`config.mk`:
```
export PLATFORM = sky130hd
export DESIGN_NAME = chpm_port
export DESIGN_NICKNAME = d
export VERILOG_FILES = /design/src/chpm_pkg.sv /design/src/chpm_port.sv
export SDC_FILE = /design/constraint.sdc
export NUM_CORES = 1
export LEC_CHECK = 0
export BUFFER_PORTS_ARGS = -buffer_cell sky130_fd_sc_hd__buf_2
export CAP_MARGIN = 5
export CORE_MARGIN = 2
export CORE_UTILIZATION = 55
export DETAILED_ROUTE_END_ITERATION = 8
export PLACE_DENSITY_LB_ADDON = 0.12
export SETUP_SLACK_MARGIN = 0.4
export SLEW_MARGIN = 20
export SYNTH_ARGS = -nofsm -noshare
export SYNTH_HDL_FRONTEND = slang
export SYNTH_SLANG_ARGS = --single-unit
```
`constraint.sdc`:
```
create_clock -name core_clk_in -period 2.2 [get_ports core_clk_in]
set_input_delay 0.33 -clock core_clk_in [delete_from_list [all_inputs] [get_ports core_clk_in]]
set_output_delay 0.33 -clock core_clk_in [all_outputs]
set_load 0.05 [all_outputs]
```
`src/chpm_pkg.sv`:
```
// chpm_pkg: constants and types of the card host port mode block
// assumes one 125 MHz core clock and an APB register bus
//
// Function
// - output-enable low at power-up selects disk mode
// - config registers sit in attribute space at 200h
// - memory/io modes decode eleven address lines plus attribute
// - disk mode picks task register from three lines
// - memory mode drives battery detect high always
// - io mode flags ready/busy or protect changes low
// - status-changed output gated by config status register
// - disk mode uses diagnostic pin for master/slave handshake
// - without DMA support, acknowledge input is ignored
// - ultra-DMA write: read strobe strobes, wait pin readies
// - ultra-DMA read: read strobe readies, wait pin strobes
// - wait pin totem pole in ultra-DMA, else open-drain
// - disk mode: cable select low means master
// - disk mode: task registers bytes, data transfers words
package chpm_pkg;
  // ==========================================
  // apb register map
  localparam logic [11:0] REG_CTRL = 12'h000;
  localparam logic [11:0] REG_STAT = 12'h004;
  localparam logic [11:0] REG_CONF = 12'h008;
  localparam logic [11:0] REG_ADDR = 12'h00c;
  localparam logic [31:0] CTRL_RST = 32'h0000_0011;
  localparam int CTL_RDY = 0;
  localparam int CTL_WP = 1;
  localparam int CTL_UDMA = 2;
  localparam int CTL_UWR = 3;
  localparam int CTL_WAIT = 4;
  localparam int CTL_DIAG = 5;
  localparam int CTL_DMAEN = 6;
  localparam int CTL_W = 7;
  localparam int ST_DMA_ACKNOWLEDGE_N = 6;
  // ==========================================
  // attribute space configuration registers
  localparam logic [10:0] ATTR_OPTION = 11'h200;
  localparam logic [10:0] ATTR_CCSR = 11'h202;
  localparam logic [1:0] ATTR_CFG_TOP = 2'h1;
  localparam int OPT_IDX_MSB = 5;
  localparam int CCSR_SIGCHG = 6;
  localparam int CCSR_CHANGED = 7;
  localparam logic [7:0] OPT_RST = 8'h00;
  localparam logic [7:0] CCSR_RST = 8'h00;
  // ==========================================
  // timing
  localparam logic [2:0] SETTLE_CYC = 3'h5;
  // ==========================================
  // types
  typedef enum logic [1:0] {MD_INIT, MD_MEM, MD_IO, MD_DISK} chpm_mode_e;
  typedef enum logic [2:0] {RG_NONE, RG_IOPORT, RG_MEMPORT, RG_CIS, RG_CONFIG, RG_TASK}
    chpm_region_e;
  typedef struct packed {
    logic [10:0] addr;
    logic reg_n;
    logic oe_n;
    logic we_n;
    logic iord_n;
    logic iowr_n;
    logic ce1_n;
    logic card_enable_upper_n;
    logic cable_select_n;
    logic [7:0] data;
  } chpm_pins_s;
endpackage

```
`src/chpm_port.sv`:
```
// chpm_port: host port mode logic of the storage card
// assumes host pins are asynchronous and software sits on APB
`timescale 1ns/10ps
module chpm_port
  import chpm_pkg::*;
(
  input wire logic core_clk_in,
  input wire logic arst_n_in,
  input wire logic psel_in,
  input wire logic penable_in,
  input wire logic pwrite_in,
  input wire logic [11:0] paddr_in,
  input wire logic [31:0] pwdata_in,
  output logic [31:0] prdata_out,
  output logic pready_out,
  output logic pslverr_out,
  input wire chpm_pins_s host_pins_in,
  output logic [7:0] data_lo_out,
  output logic data_lo_oe_out,
  input wire logic multi_status_in,
  output logic multi_status_out,
  output logic multi_status_oe_out,
  output logic io_channel_ready_out,
  output logic io_channel_ready_oe_out,
  output logic [1:0] mode_out,
  output logic master_out,
  output logic word_access_out,
  output logic [2:0] task_index_out,
  output logic [2:0] region_out
);
  // ==========================================
  // pin synchronisers
  chpm_pins_s s1, s2, s3, pins, pins_q;
  logic d1, d2, d3, diag_f;
  always_ff @(posedge core_clk_in or negedge arst_n_in) begin
    if (!arst_n_in) begin
      s1 <= '1;
      s2 <= '1;
      s3 <= '1;
      pins <= '1;
      pins_q <= '1;
      d1 <= 1'b1;
      d2 <= 1'b1;
      d3 <= 1'b1;
      diag_f <= 1'b1;
    end else begin
      s1 <= host_pins_in;
      s2 <= s1;
      s3 <= s2;
      pins <= chpm_pins_s'((s2 & s3) | (pins & (s2 | s3)));
      pins_q <= pins;
      d1 <= multi_status_in;
      d2 <= d1;
      d3 <= d2;
      diag_f <= (d2 & d3) | (diag_f & (d2 | d3));
    end
  end

  // ==========================================
  // registers and state
  chpm_mode_e mode, next_mode;
  chpm_region_e region, region_q;
  logic [2:0] settle;
  logic [CTL_W-1:0] ctrl;
  logic [7:0] option, ccsr;
  logic changed, rdy_q, wp_q;
  logic [10:0] last_addr;

  // ==========================================
  // apb decode
  wire apb_setup = psel_in & ~penable_in;
  wire apb_wr = psel_in & penable_in & pwrite_in;
  wire hit_ctrl = (paddr_in == REG_CTRL);
  wire hit_stat = (paddr_in == REG_STAT);
  wire hit_conf = (paddr_in == REG_CONF);
  wire hit_addr = (paddr_in == REG_ADDR);
  wire hit_any = hit_ctrl | hit_stat | hit_conf | hit_addr;
  assign pready_out = 1'b1;
  assign pslverr_out = psel_in & penable_in & ~hit_any;

  // ==========================================
  // mode and host decode
  wire settled = (settle == SETTLE_CYC);
  wire disk = (mode == MD_DISK);
  wire memio = (mode == MD_MEM) | (mode == MD_IO);
  wire io_sel = (option[OPT_IDX_MSB:0] != '0);
  wire attr = ~pins.reg_n;
  wire card_sel = ~pins.ce1_n | ~pins.card_enable_upper_n;
  wire io_strobe = ~pins.iord_n | ~pins.iowr_n;
  wire cfg_hit = (pins.addr[10:9] == ATTR_CFG_TOP);
  wire udma = disk & ctrl[CTL_UDMA];
  wire we_rise = ~pins_q.we_n & pins.we_n;
  wire cfg_wr = memio & we_rise & (region_q == RG_CONFIG);
  wire opt_wr = cfg_wr & (pins_q.addr == ATTR_OPTION);
  wire ccsr_wr = cfg_wr & (pins_q.addr == ATTR_CCSR);
  wire clr_changed = ccsr_wr & pins_q.data[CCSR_CHANGED];
  wire chg_evt = (mode == MD_IO) & ((ctrl[CTL_RDY] ^ rdy_q) | (ctrl[CTL_WP] ^ wp_q));
  wire status_changed_n_n = ~(changed & ccsr[CCSR_SIGCHG]);
  wire cfg_rd = memio & ~pins.oe_n & (region == RG_CONFIG);
  wire [7:0] cfg_rdata = (pins.addr == ATTR_OPTION) ? option :
                         (pins.addr == ATTR_CCSR) ? {changed, ccsr[6:0]} : 8'h00;
  wire dma_ack = disk & ctrl[CTL_DMAEN] & ~pins.reg_n;
  // write: read strobe is host data strobe
  wire host_data_strobe = udma & ctrl[CTL_UWR] & pins.iord_n;
  // read: read strobe is host ready
  wire host_ready_for_data = udma & ~ctrl[CTL_UWR] & pins.iord_n;
  // data register only uses word bus
  wire disk_word = ~pins.ce1_n & (pins.addr[2:0] == 3'h0);
  // upper enable marks odd byte or word
  wire mem_word = ~pins.card_enable_upper_n & ~pins.ce1_n;
  wire [31:0] stat_word = {17'h0, region_q, task_index_out, 2'h0, dma_ack,
                           host_ready_for_data, host_data_strobe, diag_f,
                           master_out, mode};
  wire [31:0] rd_mux = hit_ctrl ? {{(32 - CTL_W){1'b0}}, ctrl} :
                       hit_stat ? stat_word :
                       hit_conf ? {16'h0, changed, ccsr[6:0], option} :
                       hit_addr ? {21'h0, last_addr} : 32'h0;

  // region decode in disk, memory and io modes
  always_comb begin
    region = RG_NONE;
    if (disk) begin
      if (card_sel) begin
        region = RG_TASK;
      end
    end else if (memio && card_sel) begin
      if (mode == MD_IO && io_strobe) begin
        region = RG_IOPORT;
      end else if (attr && cfg_hit) begin
        region = RG_CONFIG;
      end else if (attr) begin
        region = RG_CIS;
      end else begin
        region = RG_MEMPORT;
      end
    end
  end

  always_comb begin
    next_mode = mode;
    case (mode)
      MD_INIT: begin
        if (settled) begin
          next_mode = pins.oe_n ? MD_MEM : MD_DISK;
        end
      end
      MD_MEM: begin
        if (io_sel) begin
          next_mode = MD_IO;
        end
      end
      MD_IO: begin
        if (!io_sel) begin
          next_mode = MD_MEM;
        end
      end
      MD_DISK: next_mode = MD_DISK;
      default: next_mode = MD_INIT;
    endcase
  end

  // ==========================================
  // state registers
  always_ff @(posedge core_clk_in or negedge arst_n_in) begin
    if (!arst_n_in) begin
      mode <= MD_INIT;
      settle <= 3'h0;
    end else begin
      mode <= next_mode;
      if (!settled) begin
        settle <= settle + 3'h1;
      end
    end
  end

  always_ff @(posedge core_clk_in or negedge arst_n_in) begin
    if (!arst_n_in) begin
      ctrl <= CTRL_RST[CTL_W-1:0];
      prdata_out <= 32'h0;
    end else begin
      if (apb_wr && hit_ctrl) begin
        ctrl <= pwdata_in[CTL_W-1:0];
      end
      if (apb_setup) begin
        prdata_out <= rd_mux;
      end
    end
  end

  always_ff @(posedge core_clk_in or negedge arst_n_in) begin
    if (!arst_n_in) begin
      option <= OPT_RST;
      ccsr <= CCSR_RST;
      changed <= 1'b0;
      rdy_q <= 1'b1;
      wp_q <= 1'b0;
    end else begin
      rdy_q <= ctrl[CTL_RDY];
      wp_q <= ctrl[CTL_WP];
      if (opt_wr) begin
        option <= pins_q.data;
      end
      if (ccsr_wr) begin
        ccsr <= pins_q.data;
      end
      // set wins over the host clear
      changed <= chg_evt | (changed & ~clr_changed);
    end
  end

  // ==========================================
  // host side outputs
  always_ff @(posedge core_clk_in or negedge arst_n_in) begin
    if (!arst_n_in) begin
      region_q <= RG_NONE;
      task_index_out <= 3'h0;
      last_addr <= 11'h0;
      data_lo_out <= 8'h00;
      data_lo_oe_out <= 1'b0;
      master_out <= 1'b0;
      word_access_out <= 1'b0;
    end else begin
      region_q <= region;
      if (region != RG_NONE) begin
        last_addr <= pins.addr;
      end
      // three low lines pick task register
      if (disk) begin
        task_index_out <= pins.addr[2:0];
      end
      data_lo_out <= cfg_rd ? cfg_rdata : 8'h00;
      data_lo_oe_out <= cfg_rd;
      master_out <= disk & ~pins.cable_select_n;
      word_access_out <= disk ? disk_word : (memio & mem_word);
    end
  end

  always_ff @(posedge core_clk_in or negedge arst_n_in) begin
    if (!arst_n_in) begin
      multi_status_out <= 1'b1;
      multi_status_oe_out <= 1'b0;
      io_channel_ready_out <= 1'b0;
      io_channel_ready_oe_out <= 1'b0;
    end else begin
      // battery detect high in memory mode
      multi_status_out <= (mode == MD_IO) ? status_changed_n_n : ~disk;
      multi_status_oe_out <= disk ? ctrl[CTL_DIAG] : memio;
      if (udma) begin
        io_channel_ready_out <= ctrl[CTL_WAIT];
        io_channel_ready_oe_out <= 1'b1;
      end else begin
        io_channel_ready_out <= 1'b0;
        io_channel_ready_oe_out <= ~ctrl[CTL_WAIT];
      end
    end
  end

  assign mode_out = mode;
  // region decoded on the previous clock, none when idle
  assign region_out = region_q;
endmodule

```
==> results of run 1 <==
[synthesized netlist by cell type (2+ instances only)]
library cell and n:
conb_1 2, o2bb2ai_1 2, nand2b_1 2, clkbuf_1 6, o211ai_1 4, nor4_1 4, and3_1 2, a221o_1 5
buf_1 3, and4_1 2, nor4b_1 3, nor3_1 4, or4_1 2, o21ai_0 18, maj3_1 28, mux2_2 40
ha_1 8, a21oi_1 6, a22oi_1 12, nand2_1 29, dfstp_2 136, nor2b_1 4, inv_1 8, mux2i_1 4
nor2_1 17, buf_4 17, xnor2_1 2, a32oi_1 2, nand3_1 4, dfrtp_1 74, nand4_1 2, o221ai_1 2
[placed cells by master, fill, tap and decap left out, types with 3 or more instances in the layout]
| cell | instances |
|---|---|
| dfstp_2 | 136 |
| buf_2 | 90 |
| dfrtp_1 | 72 |
| mux2_2 | 31 |
| dlygate4sd3_1 | 29 |
| nand2_1 | 28 |
| maj3_1 | 28 |
| buf_4 | 25 |
| clkbuf_16 | 22 |
| o21ai_0 | 18 |
| conb_1 | 17 |
| a22oi_1 | 12 |
| mux2_4 | 10 |
| nor2_1 | 9 |
| nor2_4 | 7 |
| a21oi_1 | 6 |
| clkbuf_1 | 6 |
| inv_1 | 5 |
| a221o_1 | 5 |
| ha_1 | 5 |
| clkinv_2 | 5 |
| buf_12 | 5 |
| o211ai_1 | 4 |
| nand3_1 | 4 |
| mux2i_1 | 4 |
| nor3_1 | 4 |
| nor2b_1 | 3 |
| clkbuf_8 | 3 |
| buf_6 | 3 |
[per-layer routing]
layer / track usage, % / part of all wire (%) / up-vias / routed length [microns]
met5: 0 / 0 / - / 0
met4: 6.912 / 2.3 / 0 / 333
met3: 4.087 / 5.9 / 32 / 865
met2: 34.66 / 49 / 127 / 7186
met1: 28.09 / 43 / 2253 / 6328
li1: - / - / 1981 / -
[path summary, 6_finish.rpt]
kind                               from          end  slack, ns
setup reg to reg              option[2]  mode_out[1]       0.26
setup / recovery              option[2]  mode_out[1]       0.26
max in group asynchronous     arst_n_in      pins[3]       1.04
hold reg to reg                  s1[15]       s2[15]       0.35
min in group asynchronous     arst_n_in    settle[2]       0.42
hold / removal             pwdata_in[3]      ctrl[3]       0.08
[through the flow]
stage,worst slack [ns],std cells
after floorplan,0.09393,492
after global placement,0.06161,749
after detailed placement,0.04332,749
after CTS,0.2533,829
after global routing,0.1906,832
final,0.2580,832
[area by class of cell]
class / count / area [sq um] / area share [%]
sequential: 210 / 5428 / 57.09
multi-input combinational: 247 / 2071 / 21.78
timing repair buffer: 154 / 1091 / 11.48
clock buffer: 30 / 600.6 / 6.317
tap: 176 / 220.2 / 2.316
clock inverter: 7 / 63.81 / 0.6712
inverter: 8 / 32.53 / 0.3422
[flip-flops by register name (all words and copies together), names as in the netlist, 11 cells and up]
register and count:
pins 27, s1 27, s3 27, last_addr 11, s2 27, pins_q 20
prdata_out 16
[timing repair]
action / CTS / global route
hold buffers: 29 / 0
endpoints found under the setup margin: 27 / 41
gates cloned: 1 / 0
pin swaps: 6 / 4
resized for setup: 30 / 22
buffers inserted: 13 / 3
endpoints found under the hold margin: 75 / 0
[cells by family after synthesis]
logic type / synth area share [%]
adders and majority gates: 5.128
buffers and inverters: 2.648
DFF: 73.14
xor gates and xnor gates: 0.3543
other: 0.1013
muxes: 6.815
AOI/OAI and AO/OA: 5.871
and+or+nand+nor: 5.938
[power groups by stage]
stage	Clock, mW	Combinational [mW]	Sequential (mW)
floorplan	0	0.805	4.94
global placement	0	1.54	4.70
detailed placement	0	1.59	4.72
CTS	3.46	1.83	4.68
global route	3.65	2.00	4.72
finish	3.39	1.87	4.68
==> impl_metrics.toml, run 1 <==
[timing]
hold_viol = 0
grt_setup_unrepaired = "true"
tightest_slew_ns = 0.6562
hold_slack_ns = 0.07837
setup_tns_ns = 0
drv_slew = 0
fin_skew_ns = 0.006995
timing.final.crit_period_ns = 1.942
max_freq_ghz = 0.5149
post-route-period-util_pct = 88.27
max_slew_margin_pct = 56.25
finalSetupViolCount = 0

[layout]
stdcell_area_sq_um = 9507
n_antenna_cell = 0
utilization_pct = 72.07
drive_gt1_share_pct = 55.64
nets = 727
nFillCells = 884
layout-area-overhead-vs-synth_pct = 28.17

[setup_path]
arrival_ns = 2.31
cp_cell_sequence = "or4_4 -> o31a_1 -> a221o_1 -> mux2_4"
cpPeakStageDelay_ns = 0.54
reg2reg_depth = 4
slowest_stage = "or4_4"
critPathCaptureType = "register"
crit_family = "compound AO/OA/AOI/OAI gates"
critPathMaxFanout = 2
required_ns = 2.57
critPathBufInv = 0
startpoint_type = "register"
cp.depth = 4
critPathKind = "register to register"

[drt]
initialDrtViolationCount = 210
vias = 4393
postRouteWirelength_microns = 14710
remaining_drc_errors = 0
wl_per_cell_microns = 17.69
vias_per_cell = 5.280
drtPass1Iterations = 5
ant_nets = 0

[placed_design]
port_buffers = 91
placed_area_sq_um = 8183
dp_hpwl_microns = 9714
gp_congestion = 0.8533

[power]
irDropWorstVdd_mv = 0.6701
netSwitchingFraction_pct = 27.64
p_comb_share_pct = 18.8
p_per_area_nw_per_um2 = 1046
p_sw_mw = 2.749
pwr-share-clk_pct = 34.1
p_int_mw = 7.197
total_leakage_power_nw = 4.155
power_mw = 9.946
pwr-share-seq_pct = 47.1

[die]
row_count = 42
die_x_microns = 120.1
core_sq_um = 13190
pin_count = 134
start_util_pct = 56.23
die_area_sq_um = 14430
die_h_microns = 120.1

[logic_synthesis]
async_flop_share_pct = 100.0
synthFlopType = "dfstp_2"
syn_avg_cell_area_sq_um = 15.55
yosys.area.top_type = "dfstp_2"
yosys_warnings = 0
syn-instance-count = 477
synth.distinct_cells = 55
yosysSeqAreaShare_pct = 73.14
synth_top_area_share_pct = 48.18
synth_area_sq_um = 7417
synth_seq_cells = 210
synth_area_leaders = "dfstp_2 48%, dfrtp_1 25%, mux2_2 6.1%"
synth_enable_flop_cells = 0

[hold_path]
hold_depth = 2
hold_class = "input port to register"

[global_route]
antenna_found_initial = 0
grt_pass1_wl_microns = 23690
grt_pass1_vias = 4555
grt_overflow = 0
grt_use_total_pct = 20.95
grt_max_degree = 72

[clocking]
cts_buffers = 21
cts.clk_slew.worst_paths_ns = 0.06
cts_tree = "built"
clockBufferDepth = 3
cts_root_buf = "clkbuf_16"
clock_sinks = 210
insertion_delay_ns = 0.49
cts.htree.levels = 1

[job]
max_cap_viol_count = 0

[status]
status = "completed"
No activity file was read; power rests on OpenSTA's default activity.
==> run 2: changes to the inputs <==
Settings changed: BUFFER_PORTS_ARGS -buffer_cell sky130_fd_sc_hd__buf_2 to default, CORE_UTILIZATION 55 to 60, CTS_BUF_LIST from default to sky130_fd_sc_hd__clkbuf_8 sky130_fd_sc_hd__clkbuf_16, DONT_BUFFER_PORTS from default to 1.
==> impl_metrics.toml, run 2 (same netlist as run 1, synthesis figures left out) <==
[power]
irDropWorstVdd_mv = 0.7709
pwr-share-clk_pct = 36.2
total_leakage_power_nw = 3.801
p_per_area_nw_per_um2 = 1119
netSwitchingFraction_pct = 26.34
power_mw = 10.17
p_comb_share_pct = 16.1
p_sw_mw = 2.680
pwr-share-seq_pct = 47.7
p_int_mw = 7.492

[clocking]
cts_buffers = 21
cts.clk_slew.worst_paths_ns = 0.06
cts.htree.levels = 1
insertion_delay_ns = 0.49
clock_sinks = 210
clockBufferDepth = 3
cts_tree = "built"
cts_root_buf = "clkbuf_16"

[layout]
nets = 639
register_area_sq_um = 5428
layout_common_cells = "136 x dfstp_2, 72 x dfrtp_1, 35 x dlygate4sd3_1"
final_common_cell = "dfstp_2"
stdcell_area_sq_um = 9090
layout-area-overhead-vs-synth_pct = 22.55
multi_input_area_sq_um = 2047
utilization_pct = 75.36
drive_gt1_share_pct = 47.62
n_antenna_cell = 0
nFillCells = 735

[setup_path]
cp_cell_sequence = "or4_4 -> o31a_1 -> a221o_1 -> mux2_4"
critPathCaptureType = "register"
crit_family = "compound AO/OA/AOI/OAI gates"
critPathKind = "register to register"
slowest_stage = "or4_4"
startpoint_type = "register"
r2r_start = "option[2]"
crit_start = "option[2]"
arrival_ns = 2.34
cpPeakStageDelay_ns = 0.55
critPathBufInv = 0
required_ns = 2.58
critPathMaxFanout = 2

[drt]
drtPass1Iterations = 4
postRouteWirelength_microns = 14160
wl_per_cell_microns = 19.26
vias_per_cell = 5.514
remaining_drc_errors = 0
vias = 4053
ant_nets = 0
initialDrtViolationCount = 227

[timing]
hold_viol = 210
tightest_slew_ns = 0.6543
fin_skew_ns = 0.009505
timing.final.crit_period_ns = 1.964
max_freq_ghz = 0.5090
setup_tns_ns = 0
hold_slack_ns = -0.4626
finalSetupViolCount = 0
drv_slew = 0
max_slew_margin_pct = 56.38
post-route-period-util_pct = 89.29
grt_setup_unrepaired = "true"

[global_route]
antenna_found_initial = 0
grt_pass1_wl_microns = 22250
grt_use_total_pct = 21.84
grt_pass1_vias = 4313
grt_max_degree = 211
grt_overflow = 0

[placed_design]
dp_hpwl_microns = 8684
gp_congestion = 0.8642
port_buffers = 0
placed_area_sq_um = 7654

[hold_path]
hold_class = "input port to asynchronous set/reset pin"

[die]
die_h_microns = 115.2
die_area_sq_um = 13270
row_count = 40
die_x_microns = 115.2
pin_count = 134
start_util_pct = 61.49
core_sq_um = 12060

[job]
max_cap_viol_count = 0

[status]
status = "finished with violations"
violations = "negative hold slack"
==> run 2: final cells by class <==
cell class	count	share of cell area (%)
sequential	210	59.71
multi-input combinational	247	22.52
timing repair buffer	66	7.130
clock buffer	24	6.235
tap	168	2.312
clock inverter	12	1.734
inverter	8	0.3579
==> run 2: power by group through the flow <==
stage | clock network, mW | logic (mW) | registers [mW]
finish | 3.68 | 1.64 | 4.85
global route | 3.92 | 1.73 | 4.90
detailed placement | 0 | 1.23 | 4.90
floorplan | 0 | 0.805 | 4.94
global placement | 0 | 1.18 | 4.88
CTS | 3.75 | 1.48 | 4.85
==> run 2: stage by stage <==
stage	setup slack, ns	instances	hold WS, ns
6_report	0.2355	735	-0.4626
5_1_grt	0.1954	735	-0.4816
4_1_cts	0.2579	727	-0.4736
3_5_place_dp	0.04827	646	0.03971
3_3_place_gp	0.07953	646	0.03925
2_1_floorplan	0.09393	492	0.03441
==> run 2: worst register-to-register path: cells and delay by family, from the launching register on <==
kind / cells / cell delay (ns)
multiplexers: 1 / 0.31
AND/OR/NAND/NOR: 1 / 0.55
AO/OA/AOI/OAI: 2 / 0.62
flip-flops: 1 / 0.38
==> run 2: timing repair <==
item / 4_1_cts / 5_1_grt
hold endpoints to repair: 244 / 211
endpoints found under the setup margin: 40 / 38
pin swaps: 5 / 4
resized for setup: 31 / 25
gates cloned: 1 / 1
hold buffers: 34 / 1
setup buffers: 10 / 6
==> run 2: path summary, 6_finish.rpt <==
check,to,cells after the start,slack (ns)
setup reg to reg,mode_out[1],4,0.24
max in group asynchronous,pins[2],0,2.34
min in group core_clk_in,prdata_out[8],2,0.05
hold / removal,io_channel_ready_out,0,-0.46
hold reg to reg,s2[6],0,0.35
setup / recovery,mode_out[1],4,0.24
==> run 2: layer usage <==
layer	global-route usage, %	wire length [microns]	up-vias
li1	-	-	1794
met1	28.72	5991	2088
met2	36.47	6929	146
met3	5.061	885	25
met4	6.988	351	0
met5	0	0	-
==> run 3: changes to the inputs <==
Settings changed: ABC_AREA from default to 1.
==> impl_metrics.toml, run 3 <==
[status]
status = "finished with violations"
violations = "negative hold slack"

[timing]
finalSetupViolCount = 0
hold_slack_ns = -0.4485
max_slew_margin_pct = 60.36
setup_tns_ns = 0
tightest_slew_ns = 0.5940
fin_skew_ns = 0.01266
timing.final.crit_period_ns = 1.741
max_freq_ghz = 0.5745
drv_slew = 0
hold_viol = 210
grt_setup_unrepaired = "true"
post-route-period-util_pct = 79.13
setup_ws_ns = 0.4592

[setup_path]
startpoint_type = "register"
crit_start = "mode_out[1]"
required_ns = 2.58
r2r_slack_ns = 0.46
rr_endpoint = "last_addr[6]"
critPathKind = "register to register"
r2r_start = "mode_out[1]"
reg2reg_depth = 8
critPathCaptureType = "register"
arrival_ns = 2.12
crit_end = "last_addr[6]"
critPathMaxFanout = 11

[logic_synthesis]
yosys.area.top_type = "dfstp_2"
synth_commonest_cells = "150 x nand2_1, 136 x dfstp_2, 74 x dfrtp_1, 57 x nand3_1, 54 x inv_1"
synth_enable_flop_cells = 0
syn_avg_cell_area_sq_um = 11.44
async_flop_share_pct = 100.0
yosysSeqAreaShare_pct = 69.12
synth.distinct_cells = 36
synth_top_area_share_pct = 45.53
yosys_warnings = 0
syn-instance-count = 686
synthFlopType = "dfstp_2"
yosysMostFrequentCell = "nand2_1"
synth_area_sq_um = 7849
synth_seq_cells = 210
synth_area_leaders = "dfstp_2 46%, dfrtp_1 24%, nand2_1 7.2%"

[layout]
drive_gt1_share_pct = 28.91
nFillCells = 871
layout_common_cells = "148 x nand2_1, 136 x dfstp_2, 72 x dfrtp_1"
final_common_cell = "nand2_1"
n_antenna_cell = 0
nets = 831
layout-area-overhead-vs-synth_pct = 16.59

[global_route]
grt_use_total_pct = 21.11
grt_pass1_wl_microns = 23760
grt_max_degree = 211
grt_pass1_vias = 4767
antenna_found_initial = 0
grt_overflow = 0

[die]
pin_count = 134
die_area_sq_um = 14010
row_count = 41
die_x_microns = 118.4
start_util_pct = 61.94
die_h_microns = 118.4
core_sq_um = 12670

[placed_design]
dp_hpwl_microns = 9423
port_buffers = 0
gp_congestion = 0.8520
dpl_worst_slack_ns = 0.2012

[power]
netSwitchingFraction_pct = 29.35
pwr-share-clk_pct = 33.9
power_mw = 9.841
total_leakage_power_nw = 4.153
irDropWorstVdd_mv = 0.8563
p_sw_mw = 2.888
p_per_area_nw_per_um2 = 1075
p_comb_share_pct = 16.6
p_int_mw = 6.952
pwr-share-seq_pct = 49.4

[clocking]
cts.clk_slew.worst_paths_ns = 0.06
clockBufferDepth = 3
cts.htree.levels = 1
clock_sinks = 210
cts_hold_buffers = 35
cts_tree = "built"
cts_buffers = 21
cts_root_buf = "clkbuf_16"
insertion_delay_ns = 0.49

[drt]
vias = 4838
wl_per_cell_microns = 15.49
wl_met3_microns = 928
top_layer = "met4"
drt-met1-wl_microns = 6530
remaining_drc_errors = 0
postRouteWirelength_microns = 14460
initialDrtViolationCount = 320
met2_length_microns = 6666
ant_nets = 0
drtPass1Iterations = 5
vias_per_cell = 5.185

[job]
max_cap_viol_count = 0

[hold_path]
hold_class = "input port to asynchronous set/reset pin"
## run 3: cell count changes after synthesis, moves of 6 or more
cell     change
nand4_1     +12
nand2_1    +121
nor2_1      +34
o21ai_0     +10
a22oi_1     -12
inv_1       +46
mux2_2      -40
o21ai_1      +7
nand3_1     +53
buf_2        +6
## run 3: layout make-up
class | instances | area, sq um | area share [%]
multi-input cells | 402 | 2100 | 22.94
repair buffers | 55 | 538.0 | 5.879
inverters | 56 | 212.7 | 2.324
flip-flops and latches | 210 | 5428 | 59.31
well taps | 172 | 215.2 | 2.352
clock inverters | 14 | 91.34 | 0.9981
clock buffers | 24 | 566.8 | 6.194
## run 3: logic make-up after synthesis
kind of cell / share of synthesized area (%)
adder cells (fa/ha/maj): 4.846
other: 0.09568
flip-flops: 69.12
AO/OA/AOI/OAI: 3.332
XOR/XNOR: 0.4464
AND/OR/NAND/NOR: 16.55
buffers and inverters: 5.611
## run 3: per-layer routing
layer  up-vias  GRT usage, %
met2       152         33.35
met3        29         4.875
met4         0         6.771
met5         -             0
met1      2367         29.39
li1       2290             -
## run 3: stage by stage
stage	std cells	utilization [%]	cell area, sq um	hold slack [ns]
after global routing	933	72.22	9151	-0.4773
after CTS	930	71.53	9064	-0.4796
after floorplan	701	-	7913	0.03441
final	933	72.22	9151	-0.4485
after detailed placement	852	63.04	7988	0.04397
after global placement	852	63.04	7988	0.04329
## run 3: what timing repair did
| action | CTS | global route |
|---|---|---|
| gates resized for setup | 5 | 13 |
| setup buffers | 5 | 2 |
| endpoints found under the hold margin | 245 | 210 |
| pin swaps | 1 | 3 |
| cloned | 0 | 1 |
| endpoints found under the setup margin | 31 | 37 |
## run 3: worst min-delay path by stage
| stage | endpoint | slack (ns) | cells past startpoint |
|---|---|---|---|
| 2_1_floorplan | ccsr[0] | 0.03 | 0 |
| 3_3_place_gp | last_addr[8] | 0.04 | 0 |
| 3_5_place_dp | word_access_out | 0.04 | 0 |
| 4_1_cts | word_access_out | -0.48 | 0 |
| 5_1_grt | word_access_out | -0.48 | 0 |
| 6_report | prdata_out[0] | -0.45 | 0 |
## run 3: critical path: stages (launching register included)
cell     delay [ns]
dfrtp_2        0.43
buf_4          0.16
ha_1           0.25
nand2_2        0.13
nand2_1        0.07
a21oi_2        0.25
nand3_4        0.18
nand2_1        0.11
nand2_1        0.05
## run 3: power by group through the flow
stage          clock network (mW)  registers, mW  logic (mW)
6_report                     3.34           4.86        1.64
5_1_grt                      3.60           4.91        1.81
4_1_cts                      3.44           4.85        1.45
3_5_place_dp                    0           4.94        1.32
3_3_place_gp                    0           4.92        1.28
2_1_floorplan                   0           4.98       0.872
